$ cat config.mk
export PLATFORM = sky130hd
export DESIGN_NAME = ppb_access_decoder
export DESIGN_NICKNAME = d
export VERILOG_FILES = /design/src/core/ppb_decoder_pkg.sv /design/src/core/ppb_access_decoder.sv
export SDC_FILE = /design/constraint.sdc
export NUM_CORES = 1
export LEC_CHECK = 0
export BUFFER_PORTS_ARGS = -buffer_cell sky130_fd_sc_hd__buf_2
export CORE_UTILIZATION = 52
export CTS_CLUSTER_DIAMETER = 50
export CTS_CLUSTER_SIZE = 30
export DETAILED_ROUTE_END_ITERATION = 6
export GPL_TIMING_DRIVEN = 0
export PLACE_DENSITY = 0.86
export SLEW_MARGIN = 20
export SYNTH_ARGS = -nofsm -noshare
export SYNTH_HDL_FRONTEND = slang
export SYNTH_SLANG_ARGS = --single-unit
$ cat constraint.sdc
create_clock -name pclk -period 4.05 [get_ports pclk]
set_clock_uncertainty 0.15 [all_clocks]
set_input_delay 0.6075 -clock pclk [delete_from_list [all_inputs] [get_ports pclk]]
set_output_delay 0.6075 -clock pclk [all_outputs]
set_load 0.03 [all_outputs]
$ cat src/core/ppb_decoder_pkg.sv
// Constants and types for the private peripheral region access decoder
package ppb_decoder_pkg;
    // ------------------------------------------------------------
    // Address map
    // ------------------------------------------------------------
    localparam logic [31:0] PPB_BASE = 32'hE000_0000;
    localparam logic [31:0] PPB_LIMIT = 32'hE010_0000;
    localparam logic [19:0] SCS_PAGE = 20'hE000E;
    localparam logic [2:0] SYS_REGION = 3'h7;
    // Default map, one bit per 0.5GB region: execute-never and device type
    localparam logic [7:0] DEF_XN_MAP = 8'hE4;
    localparam logic [7:0] DEF_DEV_MAP = 8'hE4;
    // Group bounds inside the 4KB control space (low 12 address bits)
    localparam logic [11:0] ICTR_LO = 12'h000;
    localparam logic [11:0] ICTR_HI = 12'h00F;
    localparam logic [11:0] TICK_LO = 12'h010;
    localparam logic [11:0] TICK_HI = 12'h0FF;
    localparam logic [11:0] IRQ_LO = 12'h100;
    localparam logic [11:0] IRQ_HI = 12'hCFF;
    localparam logic [11:0] CCB_LO = 12'hD00;
    localparam logic [11:0] CCB_HI = 12'hD8F;
    localparam logic [11:0] MPU_LO = 12'hD90;
    localparam logic [11:0] MPU_HI = 12'hDEF;
    localparam logic [11:0] DBG_LO = 12'hDF0;
    localparam logic [11:0] DBG_HI = 12'hEFF;
    localparam logic [11:0] TRIG_LO = 12'hF00;
    localparam logic [11:0] TRIG_HI = 12'hF4F;
    localparam logic [11:0] CACHE_LO = 12'hF50;
    localparam logic [11:0] CACHE_HI = 12'hF8F;
    localparam logic [11:0] IMPL_LO = 12'hF90;
    localparam logic [11:0] IMPL_HI = 12'hFCF;
    localparam logic [11:0] MCU_ID_LO = 12'hFD0;
    localparam logic [11:0] SW_TRIG_OFS = 12'hF00;
    // Byte-field priority and fault status words that allow narrow access
    localparam logic [11:0] BYTEF_LO = 12'hD18;
    localparam logic [11:0] BYTEF_HI = 12'hD2B;
    // Reserved words inside the core control block
    localparam logic [11:0] RSV_A_LO = 12'hD40;
    localparam logic [11:0] RSV_A_HI = 12'hD87;
    localparam logic [11:0] RSV_B_LO = 12'hD8C;
    // ------------------------------------------------------------
    // Bus-side registers
    // ------------------------------------------------------------
    localparam logic [11:0] CTRL_OFS = 12'h000;
    localparam logic [11:0] STAT_OFS = 12'h004;
    localparam logic [11:0] FADDR_OFS = 12'h008;
    localparam int PROT_EN_BIT = 0;
    localparam int PRIV_DEF_BIT = 1;
    localparam int UNPRIV_TRIG_BIT = 2;
    localparam int ACC_FAULT_BIT = 0;
    localparam int SIZE_ERR_BIT = 1;
    localparam logic [2:0] CTRL_RESET = 3'h0;
    localparam logic [1:0] STAT_RESET = 2'h0;
    localparam logic [31:0] FADDR_RESET = 32'h0000_0000;
    // Access sizes
    localparam logic [1:0] SIZE_BYTE = 2'h0;
    localparam logic [1:0] SIZE_HALF = 2'h1;
    localparam logic [1:0] SIZE_WORD = 2'h2;
    // ------------------------------------------------------------
    // Carriers
    // ------------------------------------------------------------
    typedef struct packed {
        logic valid;
        logic [31:0] addr;
        logic write;
        logic [1:0] size;
        logic priv;
        logic [31:0] wdata;
    } core_req_type;
    typedef struct packed {
        logic ictr_aux;
        logic tick;
        logic irq_ctl;
        logic ccb;
        logic memory_protection_unit;
        logic debug;
        logic trigger;
        logic cache_maint;
        logic impl_def;
        logic mcu_id;
        logic ppb_other;
        logic outside;
    } target_sel_type;
    typedef struct packed {
        logic strongly_ordered;
        logic execute_never;
        logic device;
        logic default_map;
        logic map_miss;
    } attr_type;
endpackage

$ cat src/core/ppb_access_decoder.sv
// Access decoder and checker for the private peripheral region
`timescale 1ns/1ns
// Notes on behaviour
// Default map when protection absent or off
// Default map as privileged background only
// System region stays execute-never always
// Private region accesses are strongly ordered
// Register data always little endian; narrow writes from a big-endian core pass unswapped
// Word accesses only unless register allows
// Byte-field registers accept narrow accesses
// Read returning one clears the bit
// Read returning zero keeps coinciding set
// Reserved words read zero, writes ignored
// Unprivileged private region access faults
// Config bit permits unprivileged trigger writes
// Control space is a 4KB word window
// First words and tick timer decoded
// Interrupt controller range routed there
// Protection unit range above control block
// Debug range routed to debug registers
// Trigger range and cache maintenance decoded
// Requester supplies privilege with each access
// Identification ranges decoded separately, no alias
module ppb_access_decoder #(
    parameter int PROT_PRESENT = 1,
    parameter int APB_AW = 12
) (
    input wire logic pclk,
    input wire logic presetn,
    input wire logic psel,
    input wire logic penable,
    input wire logic pwrite,
    input wire logic [APB_AW-1:0] paddr,
    input wire logic [31:0] pwdata,
    output logic [31:0] prdata,
    output logic pready,
    output logic pslverr,
    input wire ppb_decoder_pkg::core_req_type core_req,
    input wire logic core_big_endian,
    input wire logic prot_hit,
    input wire logic prot_xn,
    input wire logic tgt_rvalid,
    input wire logic [31:0] tgt_rdata,
    output logic rsp_valid,
    output logic rsp_fault,
    output logic rsp_size_err,
    output logic rsp_reserved,
    output ppb_decoder_pkg::target_sel_type rsp_target,
    output ppb_decoder_pkg::attr_type rsp_attr,
    output logic [31:0] rsp_wdata,
    output logic core_rvalid,
    output logic [31:0] core_rdata
);
    // ------------------------------------------------------------
    // Elaboration checks
    // ------------------------------------------------------------
    generate
        if (PROT_PRESENT != 0 && PROT_PRESENT != 1) begin : g_bad_prot
            $error("PROT_PRESENT must be 0 or 1");
        end
        if (APB_AW < 4 || APB_AW > 12) begin : g_bad_aw
            $error("APB_AW must be 4 to 12");
        end
    endgenerate

    logic [2:0] ctrl_ff;
    logic [1:0] stat_ff;
    logic [31:0] faddr_ff;
    logic pready_ff;
    logic pslverr_ff;
    logic [31:0] prdata_ff;
    logic rsp_valid_ff;
    logic rsp_fault_ff;
    logic rsp_size_err_ff;
    logic rsp_reserved_ff;
    ppb_decoder_pkg::target_sel_type rsp_target_ff;
    ppb_decoder_pkg::attr_type rsp_attr_ff;
    logic [31:0] rsp_wdata_ff;
    logic core_rvalid_ff;
    logic [31:0] core_rdata_ff;

    // ------------------------------------------------------------
    // Region decode of the core request
    // ------------------------------------------------------------
    // Whole-region and control-space hits
    wire [31:0] a = core_req.addr;
    wire [11:0] ofs = a[11:0];
    wire ppb_hit = (a >= ppb_decoder_pkg::PPB_BASE) && (a < ppb_decoder_pkg::PPB_LIMIT);
    wire scs_hit = (a[31:12] == ppb_decoder_pkg::SCS_PAGE);
    wire [2:0] region = a[31:29];

    // Group selects inside the control space, disjoint by construction
    wire sel_ictr = scs_hit && ofs <= ppb_decoder_pkg::ICTR_HI;
    wire sel_tick = scs_hit && ofs >= ppb_decoder_pkg::TICK_LO
        && ofs <= ppb_decoder_pkg::TICK_HI;
    wire sel_irq = scs_hit && ofs >= ppb_decoder_pkg::IRQ_LO
        && ofs <= ppb_decoder_pkg::IRQ_HI;
    wire sel_ccb = scs_hit && ofs >= ppb_decoder_pkg::CCB_LO
        && ofs <= ppb_decoder_pkg::CCB_HI;
    wire sel_mpu = scs_hit && ofs >= ppb_decoder_pkg::MPU_LO
        && ofs <= ppb_decoder_pkg::MPU_HI;
    wire sel_dbg = scs_hit && ofs >= ppb_decoder_pkg::DBG_LO
        && ofs <= ppb_decoder_pkg::DBG_HI;
    wire sel_trig = scs_hit && ofs >= ppb_decoder_pkg::TRIG_LO
        && ofs <= ppb_decoder_pkg::TRIG_HI;
    wire sel_cache = scs_hit && ofs >= ppb_decoder_pkg::CACHE_LO
        && ofs <= ppb_decoder_pkg::CACHE_HI;
    wire sel_impl = scs_hit && ofs >= ppb_decoder_pkg::IMPL_LO
        && ofs <= ppb_decoder_pkg::IMPL_HI;
    wire sel_mcu = scs_hit && ofs >= ppb_decoder_pkg::MCU_ID_LO;
    wire sel_other = ppb_hit && !scs_hit;
    wire rsv_hit = sel_ccb && ((ofs >= ppb_decoder_pkg::RSV_A_LO
        && ofs <= ppb_decoder_pkg::RSV_A_HI) || ofs >= ppb_decoder_pkg::RSV_B_LO);

    // Size checks: words only, byte-field words may be narrow if aligned
    wire is_word = core_req.size == ppb_decoder_pkg::SIZE_WORD;
    wire is_half = core_req.size == ppb_decoder_pkg::SIZE_HALF;
    wire is_byte = core_req.size == ppb_decoder_pkg::SIZE_BYTE;
    wire bytef_hit = sel_ccb && ofs >= ppb_decoder_pkg::BYTEF_LO
        && ofs <= ppb_decoder_pkg::BYTEF_HI;
    wire aligned = is_word ? (a[1:0] == 2'h0) : is_half ? !a[0] : is_byte;
    wire narrow_ok = bytef_hit && (is_byte || is_half) && aligned;
    wire size_bad = ppb_hit && !(is_word && aligned) && !narrow_ok;

    // Privilege check with the trigger write exemption
    wire trig_exempt = sel_trig && ofs[11:2] == ppb_decoder_pkg::SW_TRIG_OFS[11:2]
        && core_req.write && ctrl_ff[ppb_decoder_pkg::UNPRIV_TRIG_BIT];
    wire unpriv_bad = ppb_hit && !core_req.priv && !trig_exempt;
    wire fault_now = unpriv_bad || size_bad;

    // Default map selection and attributes
    wire prot_on = (PROT_PRESENT == 1) && ctrl_ff[ppb_decoder_pkg::PROT_EN_BIT];
    wire bg_ok = ctrl_ff[ppb_decoder_pkg::PRIV_DEF_BIT] && core_req.priv;
    wire use_default = !prot_on || (!prot_hit && bg_ok);
    wire miss = prot_on && !prot_hit && !bg_ok;
    wire def_xn = ppb_decoder_pkg::DEF_XN_MAP[region];
    wire xn_now = (region == ppb_decoder_pkg::SYS_REGION)
        || (use_default ? def_xn : (prot_xn || miss));

    // Target select word
    ppb_decoder_pkg::target_sel_type tsel;
    assign tsel = '{ictr_aux: sel_ictr, tick: sel_tick, irq_ctl: sel_irq,
        ccb: sel_ccb && !rsv_hit, memory_protection_unit: sel_mpu, debug: sel_dbg, trigger: sel_trig,
        cache_maint: sel_cache, impl_def: sel_impl, mcu_id: sel_mcu,
        ppb_other: sel_other, outside: !ppb_hit};

    // Byte swap towards the registers for word accesses of a big-endian core
    function automatic logic [31:0] swap32(input logic [31:0] d);
        swap32 = {d[7:0], d[15:8], d[23:16], d[31:24]};
    endfunction
    wire swap_en = core_big_endian && is_word;
    wire [31:0] wdata_le = swap_en ? swap32(core_req.wdata) : core_req.wdata;

    // ------------------------------------------------------------
    // Response stage
    // ------------------------------------------------------------
    // One registered answer per request; faulted or reserved hits select nothing
    always_ff @(posedge pclk or negedge presetn) begin
        if (!presetn) begin
            rsp_valid_ff <= 1'b0;
            rsp_fault_ff <= 1'b0;
            rsp_size_err_ff <= 1'b0;
            rsp_reserved_ff <= 1'b0;
            rsp_target_ff <= '0;
            rsp_attr_ff <= '0;
            rsp_wdata_ff <= 32'h0000_0000;
        end else begin
            rsp_valid_ff <= core_req.valid;
            if (core_req.valid) begin
                rsp_fault_ff <= fault_now;
                rsp_size_err_ff <= size_bad;
                rsp_reserved_ff <= rsv_hit && !fault_now;
                rsp_target_ff <= fault_now ? '0 : tsel;
                rsp_attr_ff <= '{strongly_ordered: ppb_hit,
                    execute_never: xn_now,
                    device: ppb_decoder_pkg::DEF_DEV_MAP[region],
                    default_map: use_default, map_miss: miss};
                rsp_wdata_ff <= wdata_le;
            end
        end
    end

    // Load data from the targets back to the core, swapped to its order
    always_ff @(posedge pclk or negedge presetn) begin
        if (!presetn) begin
            core_rvalid_ff <= 1'b0;
            core_rdata_ff <= 32'h0000_0000;
        end else begin
            core_rvalid_ff <= tgt_rvalid;
            if (tgt_rvalid) begin
                core_rdata_ff <= core_big_endian ? swap32(tgt_rdata) : tgt_rdata;
            end
        end
    end

    // ------------------------------------------------------------
    // Bus slave
    // ------------------------------------------------------------
    wire [11:0] pofs = 12'(paddr);
    wire access = psel && penable;
    wire taken = access && pready_ff;
    wire hit_ctrl = pofs == ppb_decoder_pkg::CTRL_OFS;
    wire hit_stat = pofs == ppb_decoder_pkg::STAT_OFS;
    wire hit_faddr = pofs == ppb_decoder_pkg::FADDR_OFS;
    wire mapped = hit_ctrl || hit_stat || hit_faddr;
    wire stat_rd = taken && !pwrite && hit_stat && !pslverr_ff;
    wire [31:0] rd_mux = hit_ctrl ? {29'h0, ctrl_ff}
        : hit_stat ? {30'h0, stat_ff} : hit_faddr ? faddr_ff : 32'h0000_0000;

    // One wait state, answer and read data from flip-flops
    always_ff @(posedge pclk or negedge presetn) begin
        if (!presetn) begin
            pready_ff <= 1'b0;
            pslverr_ff <= 1'b0;
            prdata_ff <= 32'h0000_0000;
        end else begin
            pready_ff <= access && !pready_ff;
            pslverr_ff <= access && !pready_ff && !mapped;
            if (access && !pready_ff) begin
                prdata_ff <= pwrite ? 32'h0000_0000 : rd_mux;
            end
        end
    end

    // Control bits, written at the completing edge
    always_ff @(posedge pclk or negedge presetn) begin
        if (!presetn) begin
            ctrl_ff <= ppb_decoder_pkg::CTRL_RESET;
        end else if (taken && pwrite && hit_ctrl) begin
            ctrl_ff <= pwdata[2:0];
        end
    end

    // Clear-on-read status: only bits that were returned as one are cleared
    logic [1:0] set_ev;
    logic [1:0] nxt_stat;
    assign set_ev = {core_req.valid && size_bad, core_req.valid && fault_now};
    assign nxt_stat = stat_rd ? ((stat_ff & ~prdata_ff[1:0]) | (set_ev & ~prdata_ff[1:0]))
        : (stat_ff | set_ev);
    always_ff @(posedge pclk or negedge presetn) begin
        if (!presetn) begin
            stat_ff <= ppb_decoder_pkg::STAT_RESET;
        end else begin
            stat_ff <= nxt_stat;
        end
    end

    // Address of the most recent faulting access
    always_ff @(posedge pclk or negedge presetn) begin
        if (!presetn) begin
            faddr_ff <= ppb_decoder_pkg::FADDR_RESET;
        end else if (core_req.valid && fault_now) begin
            faddr_ff <= a;
        end
    end

    // Outputs
    assign prdata = prdata_ff;
    assign pready = pready_ff;
    assign pslverr = pslverr_ff;
    assign rsp_valid = rsp_valid_ff;
    assign rsp_fault = rsp_fault_ff;
    assign rsp_size_err = rsp_size_err_ff;
    assign rsp_reserved = rsp_reserved_ff;
    assign rsp_target = rsp_target_ff;
    assign rsp_attr = rsp_attr_ff;
    assign rsp_wdata = rsp_wdata_ff;
    assign core_rvalid = core_rvalid_ff;
    assign core_rdata = core_rdata_ff;
endmodule

==> results of run 1 <==
[how the worst max path moves through the flow]
stage / end / cells after the start / start / slack, ps
detailed placement: faddr_ff[30]$_DFFE_PN0P_ / 7 / core_req[53] / 900
floorplan: faddr_ff[10]$_DFFE_PN0P_ / 6 / core_req[56] / 1550
CTS: faddr_ff[4]$_DFFE_PN0P_ / 7 / core_req[53] / 1450
finish: faddr_ff[4]$_DFFE_PN0P_ / 7 / core_req[53] / 1370
global route: faddr_ff[30]$_DFFE_PN0P_ / 7 / core_req[53] / 1280
global placement: rsp_wdata[26]$_DFFE_PN0P_ / 1 / presetn / -7
[where the power goes]
| group | switching (mW) | internal [mW] | total [mW] |
|---|---|---|---|
| combinational | 0.353 | 0.171 | 0.524 |
| sequential | 0.0398 | 1.64 | 1.68 |
| clock | 0.669 | 0.959 | 1.63 |
[cell families after synthesis]
group	share of synthesized area
multiplexers	0.145
flip-flops	0.581
buffers and inverters	0.0294
AO/OA/AOI/OAI	0.135
AND/OR/NAND/NOR	0.110
[per-layer routing]
metal  vias up  GRT usage  routed length, um
li1       2622          -                  -
met3        38     0.0727               1090
met2       217      0.447               8700
met5         -          0                  0
met1      2778      0.334               7520
met4         0      0.115                462
[area by class of cell]
type                    count  share of cell area
plain buffers              37              0.0183
clock buffers              20              0.0517
clock inverters            12              0.0171
inverters                  10             0.00425
multi-input cells         376               0.298
flip-flops and latches    157               0.445
well taps                 172              0.0243
repair buffers            244               0.142
[Yosys cell counts (2+ instances only)]
library cell,instances
sky130_fd_sc_hd__a21o_1,4
sky130_fd_sc_hd__a21oi_1,71
sky130_fd_sc_hd__a22o_1,29
sky130_fd_sc_hd__a2bb2oi_1,2
sky130_fd_sc_hd__a31o_2,2
sky130_fd_sc_hd__and2_1,2
sky130_fd_sc_hd__buf_1,5
sky130_fd_sc_hd__buf_2,6
sky130_fd_sc_hd__buf_6,2
sky130_fd_sc_hd__clkbuf_1,24
sky130_fd_sc_hd__dfrtp_1,157
sky130_fd_sc_hd__inv_1,9
sky130_fd_sc_hd__mux2_2,8
sky130_fd_sc_hd__mux2_4,16
sky130_fd_sc_hd__mux2i_1,65
sky130_fd_sc_hd__nand2_1,10
sky130_fd_sc_hd__nand2b_1,2
sky130_fd_sc_hd__nand3_1,10
sky130_fd_sc_hd__nand3b_1,3
sky130_fd_sc_hd__nand4_1,4
sky130_fd_sc_hd__nand4b_1,2
sky130_fd_sc_hd__nor2_1,76
sky130_fd_sc_hd__nor2b_1,9
sky130_fd_sc_hd__nor3_1,6
sky130_fd_sc_hd__nor4_1,8
sky130_fd_sc_hd__nor4b_1,3
sky130_fd_sc_hd__o21ai_0,4
sky130_fd_sc_hd__o2bb2ai_1,12
sky130_fd_sc_hd__o31ai_1,2
sky130_fd_sc_hd__or2_2,4
sky130_fd_sc_hd__or3_1,4
sky130_fd_sc_hd__or4_1,2
sky130_fd_sc_hd__or4b_2,2
[state kept, by name, indices dropped and copies added, names as in the netlist, 2 cells and up]
name        cells
core_rdata     32
ctrl_ff         3
faddr_ff       32
prdata         32
rsp_attr        5
rsp_target     12
rsp_wdata      32
stat_ff         2
[cell usage in the layout (no fill, tap or decap), types with 5 or more instances in the layout]
cell type / count
sky130_fd_sc_hd__buf_2: 248
sky130_fd_sc_hd__clkbuf_1: 25
sky130_fd_sc_hd__a21oi_1: 71
sky130_fd_sc_hd__dfrtp_1: 157
sky130_fd_sc_hd__a22o_1: 29
sky130_fd_sc_hd__nor2_1: 76
sky130_fd_sc_hd__nand3_1: 10
sky130_fd_sc_hd__nor3_1: 6
sky130_fd_sc_hd__nor2b_1: 9
sky130_fd_sc_hd__clkbuf_16: 17
sky130_fd_sc_hd__nor4_1: 8
sky130_fd_sc_hd__nand2_1: 10
sky130_fd_sc_hd__mux2_2: 8
sky130_fd_sc_hd__inv_1: 9
sky130_fd_sc_hd__o2bb2ai_1: 12
sky130_fd_sc_hd__mux2_4: 16
sky130_fd_sc_hd__buf_1: 5
sky130_fd_sc_hd__mux2i_1: 65
[worst max-delay path, stage by stage]
cell	delay, ps
sky130_fd_sc_hd__buf_2	110
sky130_fd_sc_hd__nor4_1	630
sky130_fd_sc_hd__nand4b_1	330
sky130_fd_sc_hd__o41ai_4	420
sky130_fd_sc_hd__a21oi_2	210
sky130_fd_sc_hd__buf_6	210
sky130_fd_sc_hd__mux2_4	310
==> impl_results.rst, run 1 <==
.. list-table::
   :header-rows: 1

   * - Metric
     - Value
   * - Status
     - complete, but fails checks
   * - Failing checks
     - negative hold slack
   * - Drc violations
     - 0
   * - Number of H-tree branching levels
     - 4
   * - Netlist cell types
     - 48
   * - Non-Filler Instances
     - 1028
   * - Synthesized instance count
     - 580
   * - Area growth from synthesis to final layout
     - 30.7%
   * - Worst setup slack after placement
     - 897 ps
   * - Crit path max fanout
     - 10
   * - Portion of the post-synthesis area used by sequential elements
     - 0.581
   * - First-pass GRT wire length
     - 27400 um
   * - Cell accounting for the most synthesized area
     - sky130_fd_sc_hd__dfrtp_1
   * - Post-DR vias/cell
     - 5.50
   * - Storage element area
     - 0.00393 mm^2
   * - Number of cell rows
     - 41
   * - Clock latency on the worst-skew pair
     - 420 ps
   * - Power Total
     - 3.83 mW
   * - Worst vdd ir
     - 0.263 mV
   * - Unrepaired setup endpoints after global routing
     - false
   * - Worst-case clock buffer depth
     - 2
   * - Normalized max-slew margin
     - 0.460
   * - Tightest Hold Check Type
     - primary input to asynchronous set/reset pin
   * - Number of clock buffers inserted by TritonCTS
     - 17
   * - Number of cells in the design after placement
     - 996
   * - Number of nets produced by synthesis
     - 734
   * - Transition time of the tightest slew-check pin
     - 809 ps
   * - Worst reg-to-reg setup slack
     - 1930 ps
   * - Final GP Congestion
     - 0.836
   * - Total Routing Usage GR
     - 0.270
   * - Top_reg_cell synth
     - sky130_fd_sc_hd__dfrtp_1
   * - Leakage power
     - 4.63 nW
   * - Die height
     - 116 um
   * - Via count of the first global-routing pass
     - 5549
   * - Final #Nets
     - 997
   * - Cts hold-fix bufs
     - 0
   * - Number of flip-flops and latches in the synthesized netlist
     - 157
   * - Synthesized area per cell
     - 11.7 um^2
   * - Drt first pass iters
     - 5
   * - Antenna violations before repair
     - 0
   * - Post-detailed-routing wire length
     - 17800 um
   * - Async S/R FF share, synth
     - 1.00
   * - Final-layout fill cell count
     - 934
   * - Final critical delay including setup and external delays
     - 2680 ps
   * - Gr ovfl total
     - 0
   * - Share of the synthesized area in the top cell type
     - 0.581
   * - Routed wire length per instance
     - 17.3 um
   * - Vias
     - 5655
   * - Count of antenna-violating nets left after detailed routing
     - 0
   * - Post-Syn Area
     - 0.00676 mm^2
   * - Starting density of the core
     - 0.534
   * - Detail Placement HPWL
     - 12900 um
   * - Start of the worst register-to-register path
     - pready$_DFF_PN0_
   * - Clock transition time at the flip-flop clock pins of the worst setup and hold paths
     - 70 ps
   * - TritonCTS clock tree
     - built
   * - Max Clock Freq
     - 374 MHz
   * - Post-cts sizing count
     - 0
   * - Number of failing setup endpoints in the final timing report
     - 0
   * - Setup fix buffers added after clock tree synthesis
     - 0
   * - Critical path arrival
     - 2830 ps
   * - Power per Cell Area
     - 434 mW/mm^2
   * - Share of the core filled with cells in the final layout
     - 0.698
   * - Period utilisation layout
     - 0.661
   * - Number of warnings issued by yosys
     - 0
   * - Critical path type
     - primary input to register
   * - Fin worst setup slack
     - 1370 ps
   * - Post-Route Setup TNS
     - 0 ps
   * - Antenna fix cells
     - 0
   * - Standard cell core area
     - 0.0127 mm^2
   * - Area occupied by multi-input gates
     - 0.00263 mm^2
   * - Share of cells above drive strength 1
     - 0.370
   * - Area of the die
     - 0.0135 mm^2
   * - Number of enable flip-flop cells after synthesis
     - 0
   * - Cell chosen for the clock root
     - sky130_fd_sc_hd__clkbuf_16
   * - Reg-to-reg endpoint
     - prdata[19]$_DFFE_PN0P_
   * - Sink count of the clock tree
     - 157
   * - Number of slew-limit violations in the final report
     - 0
   * - Area contributors post-synth
     - sky130_fd_sc_hd__dfrtp_1 58%, sky130_fd_sc_hd__mux2i_1 9.6%, sky130_fd_sc_hd__a21oi_1 5.3%
   * - Number of buffers inserted by port buffering
     - 243
   * - IO Pins
     - 274
   * - Startpoint kind of the worst setup timing path
     - primary input
   * - Type of destination of the critical path
     - register
   * - Fin. Hold Viols
     - 4
   * - Max-cap viol count
     - 0
   * - Largest net degree at the start of global routing
     - 83
   * - Required time of the critical path
     - 4200 ps
   * - Chip Width
     - 116 um
   * - Count of cells along the worst register-to-register path
     - 4
   * - Placement-stage cell area
     - 0.00823 mm^2
   * - Hold Worst Slack
     - -8.88 ps
   * - Non-Filler Cell Area, Final
     - 0.00884 mm^2
   * - Iter 0 DRT Violations
     - 284
Note: power is estimated with default switching activity, not from simulation.
==> run 2: changes to the inputs <==
--- a/config.mk
+++ b/config.mk
@@ -6,12 +6,12 @@
 export NUM_CORES = 1
 export LEC_CHECK = 0
 export BUFFER_PORTS_ARGS = -buffer_cell sky130_fd_sc_hd__buf_2
-export CORE_UTILIZATION = 52
+export CORE_UTILIZATION = 48
 export CTS_CLUSTER_DIAMETER = 50
 export CTS_CLUSTER_SIZE = 30
 export DETAILED_ROUTE_END_ITERATION = 6
 export GPL_TIMING_DRIVEN = 0
-export PLACE_DENSITY = 0.86
+export PLACE_DENSITY = 0.81
 export SLEW_MARGIN = 20
 export SYNTH_ARGS = -nofsm -noshare
 export SYNTH_HDL_FRONTEND = slang
==> constraint.sdc (replaced) <==
create_clock -name pclk -period 2.8 [get_ports pclk]
set_clock_uncertainty 0.15 [all_clocks]
set_input_delay 0.42 -clock pclk [delete_from_list [all_inputs] [get_ports pclk]]
set_output_delay 0.42 -clock pclk [all_outputs]
set_load 0.03 [all_outputs]
==> impl_results.rst, run 2 (synthesized netlist as in run 1, its figures left out) <==
.. list-table::
   :header-rows: 1

   * - Metric
     - Value
   * - Sink count of the clock tree
     - 157
   * - Chip Width
     - 121 um
   * - Final #Nets
     - 999
   * - Standard cell core area
     - 0.0138 mm^2
   * - Number of H-tree branching levels
     - 4
   * - Critical path cell sequence
     - buf_2, nor4_1, nand4b_1, o41ai_4, a21oi_2, buf_2, or2_2
   * - Clock transition time at the flip-flop clock pins of the worst setup and hold paths
     - 70 ps
   * - Number of cell rows
     - 43
   * - Required time of the critical path
     - 2960 ps
   * - First-pass GRT wire length
     - 27300 um
   * - Area of the die
     - 0.0146 mm^2
   * - Vias
     - 5507
   * - Max-cap viol count
     - 0
   * - Critical path type
     - primary input to register
   * - Status
     - completed
   * - Detail Placement HPWL
     - 12800 um
   * - Antenna fix cells
     - 0
   * - Total Routing Usage GR
     - 0.245
   * - Leakage power
     - 4.62 nW
   * - Critical path arrival
     - 2600 ps
   * - Number of failing setup endpoints in the final timing report
     - 0
   * - Gr ovfl total
     - 0
   * - Worst reg-to-reg setup slack
     - 620 ps
   * - Starting density of the core
     - 0.489
   * - Worst vdd ir
     - 0.393 mV
   * - Power per Cell Area
     - 613 mW/mm^2
   * - Worst Hold Depth
     - 1
   * - Share of cells above drive strength 1
     - 0.371
   * - Non-Filler Instances
     - 1038
   * - Drc violations
     - 0
   * - Unrepaired setup endpoints after global routing
     - false
   * - Via count of the first global-routing pass
     - 5400
   * - Area growth from synthesis to final layout
     - 30.6%
   * - Final GP Congestion
     - 0.845
   * - Tightest Hold Check Type
     - primary input to register
   * - Fin. Hold Viols
     - 0
   * - Number of cells in the design after placement
     - 1004
   * - Commonest cells after routing, fill and taps aside
     - 248 x sky130_fd_sc_hd__buf_2, 157 x sky130_fd_sc_hd__dfrtp_1, 76 x sky130_fd_sc_hd__nor2_1
   * - Critical Path Most Common Cell
     - sky130_fd_sc_hd__buf_2
   * - Startpoint kind of the worst setup timing path
     - primary input
   * - Cell chosen for the clock root
     - sky130_fd_sc_hd__clkbuf_16
   * - Final critical delay including setup and external delays
     - 2440 ps
   * - Type of destination of the critical path
     - register
   * - Crit path max fanout
     - 10
   * - Placement-stage cell area
     - 0.00824 mm^2
   * - Setup fix buffers added after clock tree synthesis
     - 0
   * - Routed wire length per instance
     - 16.7 um
   * - Non-Filler Cell Area, Final
     - 0.00883 mm^2
   * - Largest net degree at the start of global routing
     - 95
   * - Worst-case clock buffer depth
     - 2
   * - Post-detailed-routing wire length
     - 17300 um
   * - Max Clock Freq
     - 410 MHz
   * - Drt first pass iters
     - 5
   * - Transition time of the tightest slew-check pin
     - 836 ps
   * - Most common cell after layout, fill and taps aside
     - sky130_fd_sc_hd__buf_2
   * - Die height
     - 121 um
   * - IO Pins
     - 274
   * - Post-DR vias/cell
     - 5.31
   * - Number of buffers inserted by port buffering
     - 243
   * - Antenna violations before repair
     - 0
   * - Critical-path top delay cell
     - sky130_fd_sc_hd__nor4_1
   * - Number of clock buffers inserted by TritonCTS
     - 17
   * - Clock latency on the worst-skew pair
     - 430 ps
   * - Count of cells along the worst register-to-register path
     - 5
   * - Number of slew-limit violations in the final report
     - 0
   * - Normalized max-slew margin
     - 0.443
   * - Period utilisation layout
     - 0.870
   * - Fin worst setup slack
     - 363 ps
   * - TritonCTS clock tree
     - built
   * - CP max stage delay
     - 600 ps
   * - Iter 0 DRT Violations
     - 259
   * - Worst setup slack after placement
     - -94.4 ps
   * - Count of antenna-violating nets left after detailed routing
     - 0
[run 2: cell count changes in the layout (fill, tap and decap cells not counted), sizes merged]
cell         delta
dlygate4sd3     +2
inv             +5
bufinv          -2
clkinvlp        +2
clkbuf          -3
clkinv          -2
[run 2: layout make-up]
type,instances,area (um^2)
plain buffers,37,161
fillers,1076,4990
multi-input cells,376,2630
flip-flops and latches,157,3930
clock buffers,17,425
repair buffers,246,1270
well taps,180,225
inverters,10,37.5
clock inverters,15,146
[run 2: per-stage QoR]
stage | hold slack, ps | util | total power, mW | TNS [ps]
floorplan | -25.6 | - | 2.89 | 0
global placement | 304 | 0.593 | 3.21 | -170080
detailed placement | 240 | 0.596 | 3.23 | -1270
CTS | 4.78 | 0.639 | 5.45 | 0
global route | 9.10 | 0.639 | 5.61 | 0
finish | 26.4 | 0.639 | 5.42 | 0
[run 2: report_power, final]
part / internal [mW] / switching (mW)
clock: 1.18 / 1.04
combinational: 0.250 / 0.513
sequential: 2.37 / 0.0560
[run 2: worst paths after layout]
| kind | start | to |
|---|---|---|
| worst max-delay path | core_req[53] | faddr_ff[29]$_DFFE_PN0P_ |
| worst min-delay path | core_req[68] | rsp_valid$_DFF_PN0_ |
| worst max register to register | pready$_DFF_PN0_ | prdata[2]$_DFFE_PN0P_ |
| worst min register to register | prdata[1]$_DFFE_PN0P_ | stat_ff[1]$_DFF_PN0_ |
| max in group asynchronous | presetn | rsp_wdata[21]$_DFFE_PN0P_ |
| min in group asynchronous | presetn | prdata[16]$_DFFE_PN0P_ |
[run 2: timing repair]
action	4_1_cts	5_1_grt
resized for setup	0	0
hold endpoints to repair	64	0
hold buffers	2	0
[run 2: critical path, delay by kind of cell]
family                 cells  cell delay [ps]
buffers and inverters      2              340
and+or+nand+nor            3             1210
AOI/OAI and AO/OA          2              620
[run 2: layer usage]
metal | global-route usage | vias to the layer above | wire length, um
met4 | 0.0895 | 0 | 338
met1 | 0.310 | 2648 | 7450
met5 | 0 | - | 0
met3 | 0.0623 | 27 | 1030
met2 | 0.407 | 199 | 8490
li1 | - | 2633 | -
